===== config.mk =====
export PLATFORM = sky130hd
export DESIGN_NAME = dbu_uart
export DESIGN_NICKNAME = d
export VERILOG_FILES = /design/src/core/dbu_pkg.sv /design/src/core/dbu_uart.sv
export SDC_FILE = /design/constraint.sdc
export NUM_CORES = 1
export LEC_CHECK = 0
export ABC_CLOCK_PERIOD_IN_PS = 3200
export BUFFER_PORTS_ARGS = -buffer_cell sky130_fd_sc_hd__buf_2
export CAP_MARGIN = 40
export CORE_MARGIN = 2
export CORE_UTILIZATION = 40
export DETAILED_ROUTE_END_ITERATION = 6
export PLACE_DENSITY = 0.72
export SYNTH_ARGS = -nofsm -noshare
export SYNTH_HDL_FRONTEND = slang
export SYNTH_SLANG_ARGS = --single-unit

===== constraint.sdc =====
create_clock -name clk_sys -period 3.2 [get_ports clk_sys]
set_input_delay 0.32 -clock clk_sys [delete_from_list [all_inputs] [get_ports clk_sys]]
set_output_delay 0.32 -clock clk_sys [all_outputs]
set_load 0.005 [all_outputs]

===== src/core/dbu_pkg.sv =====
/*
  Constants and carrier types for the debug UART register block.
  Assumes a single 100 MHz system clock and a synchronous active-high reset.
*/
package dbu_pkg;

  // ------------------------------------------------------------
  // Register offsets
  // ------------------------------------------------------------
  localparam logic [7:0] OFF_COMMAND = 8'h00;
  localparam logic [7:0] OFF_MODE = 8'h04;
  localparam logic [7:0] OFF_IRQ_SET = 8'h08;
  localparam logic [7:0] OFF_IRQ_CLEAR = 8'h0c;
  localparam logic [7:0] OFF_IRQ_VIEW = 8'h10;
  localparam logic [7:0] OFF_STATE = 8'h14;
  localparam logic [7:0] OFF_RX_HOLD = 8'h18;
  localparam logic [7:0] OFF_TX_HOLD = 8'h1c;
  localparam logic [7:0] OFF_BAUD = 8'h20;
  localparam logic [7:0] OFF_CHIP_ID = 8'h40;
  localparam logic [7:0] OFF_CHIP_EXT = 8'h44;
  localparam logic [7:0] OFF_TEST_LOCK = 8'h48;

  // ------------------------------------------------------------
  // Command bit positions
  // ------------------------------------------------------------
  localparam int CMD_RX_RESET = 2;
  localparam int CMD_TX_RESET = 3;
  localparam int CMD_RX_EN = 4;
  localparam int CMD_RX_DIS = 5;
  localparam int CMD_TX_EN = 6;
  localparam int CMD_TX_DIS = 7;
  localparam int CMD_ERR_CLR = 8;

  // ------------------------------------------------------------
  // Mode fields
  // ------------------------------------------------------------
  localparam int MODE_PAR_LO = 9;
  localparam int MODE_PAR_HI = 11;
  localparam int MODE_CH_LO = 14;
  localparam int MODE_CH_HI = 15;
  localparam logic [31:0] MODE_MASK = 32'h0000_ce00;
  localparam logic [31:0] MODE_RESET = 32'h0000_0000;

  // ------------------------------------------------------------
  // Shared status / interrupt layout
  // ------------------------------------------------------------
  localparam int ST_RX_READY = 0;
  localparam int ST_TX_READY = 1;
  localparam int ST_RX_DMA_END = 3;
  localparam int ST_TX_DMA_END = 4;
  localparam int ST_OVERRUN = 5;
  localparam int ST_FRAMING = 6;
  localparam int ST_PARITY = 7;
  localparam int ST_TX_IDLE = 9;
  localparam int ST_TX_BUF_EMPTY = 11;
  localparam int ST_RX_BUF_FULL = 12;
  localparam int ST_DBG_WRITE = 30;
  localparam int ST_DBG_READ = 31;
  localparam logic [31:0] IRQ_MASK = 32'hc000_1afb;
  localparam logic [31:0] IRQ_RESET = 32'h0000_0000;

  localparam logic [15:0] BAUD_RESET = 16'h0000;
  localparam int OVERSAMPLE = 16;
  localparam logic [3:0] SAMPLE_MID = 4'h7;
  localparam logic [3:0] DATA_BITS = 4'h8;

  typedef enum logic [1:0] {
    CH_NORMAL = 2'h0,
    CH_ECHO = 2'h1,
    CH_LOCAL = 2'h2,
    CH_REMOTE = 2'h3
  } dbu_channel_test_mode_t;

  typedef struct packed {
    logic [7:0] addr;
    logic [31:0] wdata;
    logic wr;
    logic rd;
  } dbu_bus_req_t;

  typedef struct packed {
    logic rxDmaEnd;
    logic txDmaEnd;
    logic txDmaBufferEmpty;
    logic rxDmaBufferFull;
    logic debugWritePending;
    logic debugReadPending;
  } dbu_side_in_t;

endpackage


===== src/core/dbu_uart.sv =====
/*
  Debug UART: register file, transmitter and receiver with test modes.
  Assumes a plain register port on clk_sys; serial input is asynchronous.
*/
`timescale 1ns/1ps
module dbu_uart #(
  parameter logic [31:0] CHIP_ID = 32'h1234_5678, // Arbitrary value
  parameter logic [31:0] CHIP_EXT = 32'h0000_0000 // Arbitrary value
) (
  input wire logic clk_sys,
  input wire logic rst,
  input wire dbu_pkg::dbu_bus_req_t busReq,
  output logic [31:0] busRdata,
  input wire dbu_pkg::dbu_side_in_t sideIn,
  input wire logic serialRxPin,
  output logic serialTxPin,
  output logic rxDmaRequest,
  output logic txDmaRequest,
  output logic testPortLock
);
  import dbu_pkg::*;

  // ------------------------------------------------------------
  // Registers and decode
  // ------------------------------------------------------------
  logic [31:0] mode_r;
  logic [31:0] irqMask_r;
  logic [15:0] baud_r;
  logic lock_r;
  logic receiver_enable_cmd_r;
  logic rxStop_r;
  logic transmitter_enable_cmd_r;
  logic txStop_r;
  logic [7:0] rxHold_r;
  logic rxReady_r;
  logic [7:0] txHold_r;
  logic txHoldFull_r;
  logic ovr_r;
  logic frm_r;
  logic par_r;
  logic [1:0] rxSync_r;
  logic [31:0] status;
  dbu_channel_test_mode_t channel_test_mode;
  logic [2:0] parSel;

  function automatic logic hit(input dbu_bus_req_t r, input logic [7:0] off);
    hit = r.addr == off;
  endfunction

  function automatic logic parityBit(input logic [7:0] d, input logic [2:0] sel);
    case (sel[1:0])
      2'h0: parityBit = ^d;
      2'h1: parityBit = ~^d;
      2'h2: parityBit = 1'b0;
      default: parityBit = 1'b1;
    endcase
  endfunction

  logic wrCmd;
  logic [31:0] cmd;
  assign wrCmd = busReq.wr && hit(busReq, OFF_COMMAND);
  assign cmd = busReq.wdata;
  assign channel_test_mode = dbu_channel_test_mode_t'(mode_r[MODE_CH_HI:MODE_CH_LO]);
  assign parSel = mode_r[MODE_PAR_HI:MODE_PAR_LO];

  always_ff @(posedge clk_sys)
  begin
    if (rst)
    begin
      mode_r <= MODE_RESET;
      baud_r <= BAUD_RESET;
      lock_r <= 1'b0;
    end
    else if (busReq.wr)
    begin
      if (hit(busReq, OFF_MODE))
        mode_r <= busReq.wdata & MODE_MASK;
      if (hit(busReq, OFF_BAUD))
        baud_r <= busReq.wdata[15:0];
      if (hit(busReq, OFF_TEST_LOCK))
        lock_r <= busReq.wdata[0];
    end
  end

  always_ff @(posedge clk_sys)
  begin
    if (rst)
      irqMask_r <= IRQ_RESET;
    else if (busReq.wr && hit(busReq, OFF_IRQ_SET))
      irqMask_r <= irqMask_r | (busReq.wdata & IRQ_MASK);
    else if (busReq.wr && hit(busReq, OFF_IRQ_CLEAR))
      irqMask_r <= irqMask_r & ~busReq.wdata;
  end

  // ------------------------------------------------------------
  // Baud tick
  // ------------------------------------------------------------
  logic [15:0] baudCnt_r;
  logic tick_r;
  always_ff @(posedge clk_sys)
  begin
    if (rst)
    begin
      baudCnt_r <= 16'h0000;
      tick_r <= 1'b0;
    end
    else if (baud_r == 16'h0000)
    begin
      baudCnt_r <= 16'h0000;
      tick_r <= 1'b0;
    end
    else if (baudCnt_r >= baud_r - 16'h0001)
    begin
      baudCnt_r <= 16'h0000;
      tick_r <= 1'b1;
    end
    else
    begin
      baudCnt_r <= baudCnt_r + 16'h0001;
      tick_r <= 1'b0;
    end
  end

  always_ff @(posedge clk_sys)
  begin
    if (rst)
      rxSync_r <= 2'h3;
    else
      rxSync_r <= {rxSync_r[0], serialRxPin};
  end

  // ------------------------------------------------------------
  // Transmitter
  // ------------------------------------------------------------
  typedef enum logic [4:0] {
    TX_IDLE = 5'h01,
    TX_START = 5'h02,
    TX_DATA = 5'h04,
    TX_PAR = 5'h08,
    TX_STOP = 5'h10
  } dbu_txst_t;
  dbu_txst_t txSt_r;
  logic [7:0] txShift_r;
  logic [3:0] txSub_r;
  logic [3:0] txBit_r;
  logic txLine_r;
  logic txParity_r;
  logic txLoad;
  logic txBitEnd;
  assign txLoad = txSt_r == TX_IDLE && txHoldFull_r && transmitter_enable_cmd_r;
  assign txBitEnd = tick_r && txSub_r == 4'hf;

  always_ff @(posedge clk_sys)
  begin
    if (rst || (wrCmd && cmd[CMD_TX_RESET]))
    begin
      transmitter_enable_cmd_r <= 1'b0;
      txStop_r <= 1'b0;
    end
    else if (wrCmd && cmd[CMD_TX_EN] && !cmd[CMD_TX_DIS])
    begin
      transmitter_enable_cmd_r <= 1'b1;
      txStop_r <= 1'b0;
    end
    else if (wrCmd && cmd[CMD_TX_DIS])
      txStop_r <= 1'b1;
    else if (txStop_r && txSt_r == TX_IDLE && !txHoldFull_r)
    begin
      transmitter_enable_cmd_r <= 1'b0;
      txStop_r <= 1'b0;
    end
  end

  always_ff @(posedge clk_sys)
  begin
    if (rst || (wrCmd && cmd[CMD_TX_RESET]))
    begin
      txHoldFull_r <= 1'b0;
      txHold_r <= 8'h00;
    end
    else if (busReq.wr && hit(busReq, OFF_TX_HOLD) && transmitter_enable_cmd_r && !txStop_r)
    begin
      txHoldFull_r <= 1'b1;
      txHold_r <= busReq.wdata[7:0];
    end
    else if (txLoad)
      txHoldFull_r <= 1'b0;
  end

  always_ff @(posedge clk_sys)
  begin
    if (rst || (wrCmd && cmd[CMD_TX_RESET]))
    begin
      txSt_r <= TX_IDLE;
      txShift_r <= 8'h00;
      txSub_r <= 4'h0;
      txBit_r <= 4'h0;
      txLine_r <= 1'b1;
      txParity_r <= 1'b0;
    end
    else
    begin
      if (tick_r)
        txSub_r <= txSub_r + 4'h1;
      case (txSt_r)
        TX_IDLE:
        begin
          txLine_r <= 1'b1;
          if (txLoad)
          begin
            txShift_r <= txHold_r;
            txParity_r <= parityBit(txHold_r, parSel);
            txSub_r <= 4'h0;
            txLine_r <= 1'b0;
            txSt_r <= TX_START;
          end
        end
        TX_START:
          if (txBitEnd)
          begin
            txLine_r <= txShift_r[0];
            txShift_r <= {1'b0, txShift_r[7:1]};
            txBit_r <= 4'h1;
            txSt_r <= TX_DATA;
          end
        TX_DATA:
          if (txBitEnd)
          begin
            if (txBit_r == DATA_BITS)
            begin
              txLine_r <= parSel[2] ? 1'b1 : txParity_r;
              txSt_r <= parSel[2] ? TX_STOP : TX_PAR;
            end
            else
            begin
              txLine_r <= txShift_r[0];
              txShift_r <= {1'b0, txShift_r[7:1]};
              txBit_r <= txBit_r + 4'h1;
            end
          end
        TX_PAR:
          if (txBitEnd)
          begin
            txLine_r <= 1'b1;
            txSt_r <= TX_STOP;
          end
        TX_STOP:
          if (txBitEnd)
            txSt_r <= TX_IDLE;
        default:
          txSt_r <= TX_IDLE;
      endcase
    end
  end

  // ------------------------------------------------------------
  // Receiver
  // ------------------------------------------------------------
  typedef enum logic [3:0] {
    RX_IDLE = 4'h1,
    RX_DATA = 4'h2,
    RX_PAR = 4'h4,
    RX_STOP = 4'h8
  } dbu_rxst_t;
  dbu_rxst_t rxSt_r;
  logic [7:0] rxShift_r;
  logic [3:0] rxSub_r;
  logic [3:0] rxBit_r;
  logic rxParErr_r;
  logic rxIn;
  logic rxSample;
  logic rxDone;
  logic rxRun;
  assign rxIn = channel_test_mode == CH_LOCAL ? txLine_r : rxSync_r[1];
  assign rxRun = receiver_enable_cmd_r && channel_test_mode != CH_REMOTE;
  assign rxSample = tick_r && rxSub_r == SAMPLE_MID;
  assign rxDone = rxSt_r == RX_STOP && rxSample;

  always_ff @(posedge clk_sys)
  begin
    if (rst || (wrCmd && cmd[CMD_RX_RESET]))
    begin
      receiver_enable_cmd_r <= 1'b0;
      rxStop_r <= 1'b0;
    end
    else if (wrCmd && cmd[CMD_RX_EN] && !cmd[CMD_RX_DIS])
    begin
      receiver_enable_cmd_r <= 1'b1;
      rxStop_r <= 1'b0;
    end
    else if (wrCmd && cmd[CMD_RX_DIS])
      rxStop_r <= 1'b1;
    else if (rxStop_r && (rxSt_r == RX_IDLE || rxDone))
    begin
      receiver_enable_cmd_r <= 1'b0;
      rxStop_r <= 1'b0;
    end
  end

  always_ff @(posedge clk_sys)
  begin
    if (rst || (wrCmd && cmd[CMD_RX_RESET]) || !rxRun)
    begin
      rxSt_r <= RX_IDLE;
      rxShift_r <= 8'h00;
      rxSub_r <= 4'h0;
      rxBit_r <= 4'h0;
      rxParErr_r <= 1'b0;
    end
    else
    begin
      if (tick_r)
        rxSub_r <= rxSub_r + 4'h1;
      case (rxSt_r)
        RX_IDLE:
        begin
          rxSub_r <= 4'h0;
          if (!rxIn && !rxStop_r && tick_r)
          begin
            rxBit_r <= 4'h0;
            rxSt_r <= RX_DATA;
          end
        end
        RX_DATA:
          if (rxSample)
          begin
            if (rxBit_r != 4'h0)
              rxShift_r <= {rxIn, rxShift_r[7:1]};
            if (rxBit_r == DATA_BITS)
            begin
              rxSt_r <= parSel[2] ? RX_STOP : RX_PAR;
              rxParErr_r <= 1'b0;
            end
            if (rxBit_r == 4'h0 && rxIn)
              rxSt_r <= RX_IDLE;
            rxBit_r <= rxBit_r + 4'h1;
          end
        RX_PAR:
          if (rxSample)
          begin
            rxParErr_r <= rxIn != parityBit(rxShift_r, parSel);
            rxSt_r <= RX_STOP;
          end
        RX_STOP:
          if (rxSample)
            rxSt_r <= RX_IDLE;
        default:
          rxSt_r <= RX_IDLE;
      endcase
    end
  end

  // Last data bit is captured in the same sample that ends RX_DATA
  logic [7:0] rxChar;
  assign rxChar = rxShift_r;

  always_ff @(posedge clk_sys)
  begin
    if (rst || (wrCmd && cmd[CMD_RX_RESET]))
    begin
      rxReady_r <= 1'b0;
      rxHold_r <= 8'h00;
    end
    else if (rxDone)
    begin
      rxReady_r <= 1'b1;
      rxHold_r <= rxChar;
    end
    else if (busReq.rd && hit(busReq, OFF_RX_HOLD))
      rxReady_r <= 1'b0;
  end

  // Set wins over the clear command
  always_ff @(posedge clk_sys)
  begin
    if (rst)
    begin
      ovr_r <= 1'b0;
      frm_r <= 1'b0;
      par_r <= 1'b0;
    end
    else
    begin
      ovr_r <= (rxDone && rxReady_r) || (ovr_r && !(wrCmd && cmd[CMD_ERR_CLR]));
      frm_r <= (rxDone && !rxIn) || (frm_r && !(wrCmd && cmd[CMD_ERR_CLR]));
      par_r <= (rxDone && rxParErr_r) || (par_r && !(wrCmd && cmd[CMD_ERR_CLR]));
    end
  end

  // ------------------------------------------------------------
  // Status, read data and pins
  // ------------------------------------------------------------
  always_comb
  begin
    status = 32'h0000_0000;
    status[ST_RX_READY] = rxReady_r && receiver_enable_cmd_r;
    status[ST_TX_READY] = transmitter_enable_cmd_r && !txHoldFull_r;
    status[ST_RX_DMA_END] = sideIn.rxDmaEnd;
    status[ST_TX_DMA_END] = sideIn.txDmaEnd;
    status[ST_OVERRUN] = ovr_r;
    status[ST_FRAMING] = frm_r;
    status[ST_PARITY] = par_r;
    status[ST_TX_IDLE] = transmitter_enable_cmd_r && !txHoldFull_r && txSt_r == TX_IDLE;
    status[ST_TX_BUF_EMPTY] = sideIn.txDmaBufferEmpty;
    status[ST_RX_BUF_FULL] = sideIn.rxDmaBufferFull;
    status[ST_DBG_WRITE] = sideIn.debugWritePending;
    status[ST_DBG_READ] = sideIn.debugReadPending;
  end

  always_ff @(posedge clk_sys)
  begin
    if (rst || !busReq.rd)
      busRdata <= 32'h0000_0000;
    else
      case (busReq.addr)
        OFF_MODE: busRdata <= mode_r;
        OFF_IRQ_VIEW: busRdata <= irqMask_r;
        OFF_STATE: busRdata <= status;
        OFF_RX_HOLD: busRdata <= {24'h000000, rxHold_r};
        OFF_BAUD: busRdata <= {16'h0000, baud_r};
        OFF_CHIP_ID: busRdata <= CHIP_ID;
        OFF_CHIP_EXT: busRdata <= CHIP_EXT;
        OFF_TEST_LOCK: busRdata <= {31'h00000000, lock_r};
        default: busRdata <= 32'h0000_0000;
      endcase
  end

  always_ff @(posedge clk_sys)
  begin
    if (rst)
    begin
      serialTxPin <= 1'b1;
      rxDmaRequest <= 1'b0;
      txDmaRequest <= 1'b0;
      testPortLock <= 1'b0;
    end
    else
    begin
      case (channel_test_mode)
        CH_ECHO: serialTxPin <= rxSync_r[1];
        CH_LOCAL: serialTxPin <= 1'b1;
        CH_REMOTE: serialTxPin <= rxSync_r[1];
        default: serialTxPin <= txLine_r;
      endcase
      rxDmaRequest <= status[ST_RX_READY];
      txDmaRequest <= status[ST_TX_READY];
      testPortLock <= lock_r;
    end
  end

endmodule


==> results by group <==
Run status
  • Outcome: complete, but fails checks
  • Failing checks: setup timing

GRT
  • Largest net degree at the start of global routing: 39
  • Global-route wire length before repair: 33.3 mm
  • GRT overflow: 0
  • Total GRT Usage: 0.193
  • Number of global-route vias before repair: 6604
  • Initial antenna violation count: 2

Floorplan
  • Rows: 52
  • Die width: 146 um
  • Boundary Pins: 87
  • Die Y: between 100 and 150 um
  • Core area: around 20000 um^2
  • Die ar.: 21400 um^2
  • Initial cell density of the core: 0.403

Final layout
  • Share of cells above drive strength 1: 0.181
  • Area grow syn2layout: 18.9%
  • # fillers: 1947
  • Commonest non-fill, non-tap cell in the layout: dfxtp_1
  • Most frequent cells in the layout: dfxtp_1 (177), nor2_1 (141), nand2_1 (88), buf_2 (86), a21oi_1 (77)
  • Multi-input gate area: roughly 4300 um^2
  • Post-layout instance area: 9610 um^2
  • Final net count: 1108
  • Register area: 3560 um^2

STA
  • Fmax achieved: around 290 MHz
  • Final min period: 3.46 ns
  • Setup repair after global routing missed its margin: true
  • Final cycle utilization of the critical path: 1.08
  • Rel. slew slack: 0.432
  • Slew @ Worst Pin: 0.840 ns
  • Max Clock Skew: 0.0123 ns
  • Slew Viols, Final: 0
  • Setup violators final: 16
  • Final hold violations: 0
  • Worst setup margin: -0.262 ns
  • Hold WS: 0.0456 ns

Synth
  • Post-Syn Area: 8090 um^2
  • Unique masters post-synth: 64
  • Syn Area/Cell: 8.64 um^2
  • Synth warn: 0
  • Post-Syn Instances: 936
  • EDFF count, synth: 0
  • Ys async rst share: 0
  • Synth Net Count: between 1000 and 1500
  • Sequential share of the synthesized area: 0.441
  • Yosys reg bits: 178
  • Main synth FF type: dfxtp_1

Placement
  • Area after DPL: 8920 um^2
  • Number of port buffers: 86
  • Gpl congestion: 0.872
  • Post-DP HPWL: around 15 mm

Power and ir drop
  • Peak supply drop: 0.431 mV
  • Static Leak: 3.87 nW
  • PwrDens: 466 nW/um^2

Critical path
  • Reg2reg setup slack: -0.26 ns
  • Worst Path Max Fanout: 8
  • Critical Path RT: 3.57 ns
  • CP Capture Type: register
  • Critical path data arrival time: 3.84 ns
  • CP Class: reg -> reg
  • CP Launch Type: register

Clocking
  • Maximum buffer depth of the clock tree: 2
  • CTS tree: built
  • H-tree levels: 4
  • # clock sinks: 178
  • Total CTS buffers: 17
  • Worst-Skew Late Latency: 0.44 ns
  • Setup bufs post-CTS: 0
  • Clk root buf: clkbuf_16
  • Clock-pin slew on the worst setup and hold paths: 0.07 ns

Drt
  • WL final: roughly 20 mm
  • Via count: 7048
  • Vias per cell: 5.35
  • Post-DRT Antenna Nets: 0
  • DRT iter0 DRCs: roughly 590
  • Pre-antenna DRT Iters: 5
  • Wire length per cell: 15.5 um
  • DRC Markers: 0

Flow run
  • Max-Cap Viols: 0

Worst hold path
  • Min-Delay Path Class: in -> reg
[final cells by class]
cell class | instances | share of cell area
Clock buffer | 18 | 0.0457
Tap cell | 270 | 0.0351
Timing Repair Buffer | 122 | 0.0737
Antenna cell | 1 | 0.000260
Sequential cell | 178 | 0.371
Multi-Input combinational cell | 695 | 0.450
Clock inverter | 14 | 0.0168
Inverter | 19 | 0.00742
[per-layer routing]
metal / vias to the layer above / global-route usage / part of all wire
li1: 3440 / - / -
met1: 3295 / 0.249 / 0.44
met2: 272 / 0.315 / 0.47
met3: 39 / 0.0528 / 0.075
met4: 2 / 0.0617 / 0.020
met5: - / 0 / 0.00034
[cell families (layout without fill, tap and decap cells)]
family                   Yosys count  in the layout  synth area share
buffers and inverters             63            173            0.0334
AO/OA/AOI/OAI                    178            178             0.137
AND/OR/NAND/NOR                  387            387             0.229
multiplexers                      50             50            0.0619
XOR/XNOR                          56             56            0.0607
adder cells (fa/ha/maj)           24             24            0.0371
other                              0              1                 0
flip-flops                       178            178             0.441
[sequential cells by signal, indices dropped and copies added, names as in the netlist, 8 cells and up, named ones only]
name       cells
busRdata      32
baud_r        16
irqMask_r     20
baudCnt_r     16
rxChar         8
rxHold_r       8
txHold_r       8
txShift_r      8
[power breakdown]
| group | leakage (nW) | internal [mW] | total, mW | switching (mW) |
|---|---|---|---|---|
| sequential | 1.43 | 2.22 | 2.22 | 0.00144 |
| combinational | 2.16 | 0.0518 | 0.145 | 0.0930 |
| clock | 0.281 | 1.13 | 2.11 | 0.983 |
[cells in the mapped netlist (all sizes together) (3+ instances only)]
library cell  count  share of area
a21oi            78          0.048
buf              14          0.011
nor2b             8         0.0062
a221oi            4         0.0043
a22oi            27          0.025
or3               6         0.0059
or3b              3         0.0036
a211oi           11          0.011
o211ai            4         0.0037
nor2            149          0.069
o21a              3         0.0028
xor2             27          0.029
ha               24          0.037
a31oi             3         0.0023
nand2b           26          0.020
and2             15          0.012
xnor2            29          0.031
or2               7         0.0054
mux2i            50          0.062
nand3            24          0.015
nor3b             3         0.0028
o21bai            3         0.0028
clkbuf           30          0.014
nor3             20          0.012
and3              6         0.0046
inv              19         0.0088
o21ai            27          0.017
nor4              7         0.0070
or4               6         0.0065
nand2            89          0.042
dfxtp           178           0.44
nand4             9         0.0070
[worst max-delay path, cell delays in order, from the launching register on]
cell	delay [ns]
dfxtp_2	0.32
or3_4	0.38
or4_4	0.43
or3_4	0.36
or2_4	0.26
nor4_4	0.15
xnor2_1	0.16
ha_1	0.27
and4_1	0.18
o221a_4	0.12
or4_4	0.51
buf_6	0.16
nor2_1	0.09
[path summary, 6_finish.rpt]
check               from            end  cells past startpoint
max            baud_r[2]   baudCnt_r[9]                     12
min           busReq[18]  irqMask_r[16]                      2
max reg2reg    baud_r[2]   baudCnt_r[9]                     12
min reg2reg  rxSync_r[0]    rxSync_r[1]                      1
[stage by stage]
step           worst slack (ns)  TNS, ns  power (mW)  utilization  std cells
3_3_place_gp             -0.300    -4.67        2.41        0.445       1283
4_1_cts                  -0.286    -4.28        4.50        0.477       1316
2_1_floorplan            -0.329    -4.42        2.33            -        936
6_report                 -0.262    -3.94        4.48        0.480       1317
3_5_place_dp             -0.401    -5.98        2.41        0.445       1283
5_1_grt                  -0.380    -5.60        4.62        0.480       1316
[what timing repair did]
item | in CTS | in global routing
setup endpoints to repair | 16 | 17
gates resized for setup | 9 | 10
endpoints found under the hold margin | 0 | 0
hold buffers | 0 | 0
cloned | 1 | 0
pin swaps | 7 | 4
No activity file was read; power rests on OpenSTA's default activity.
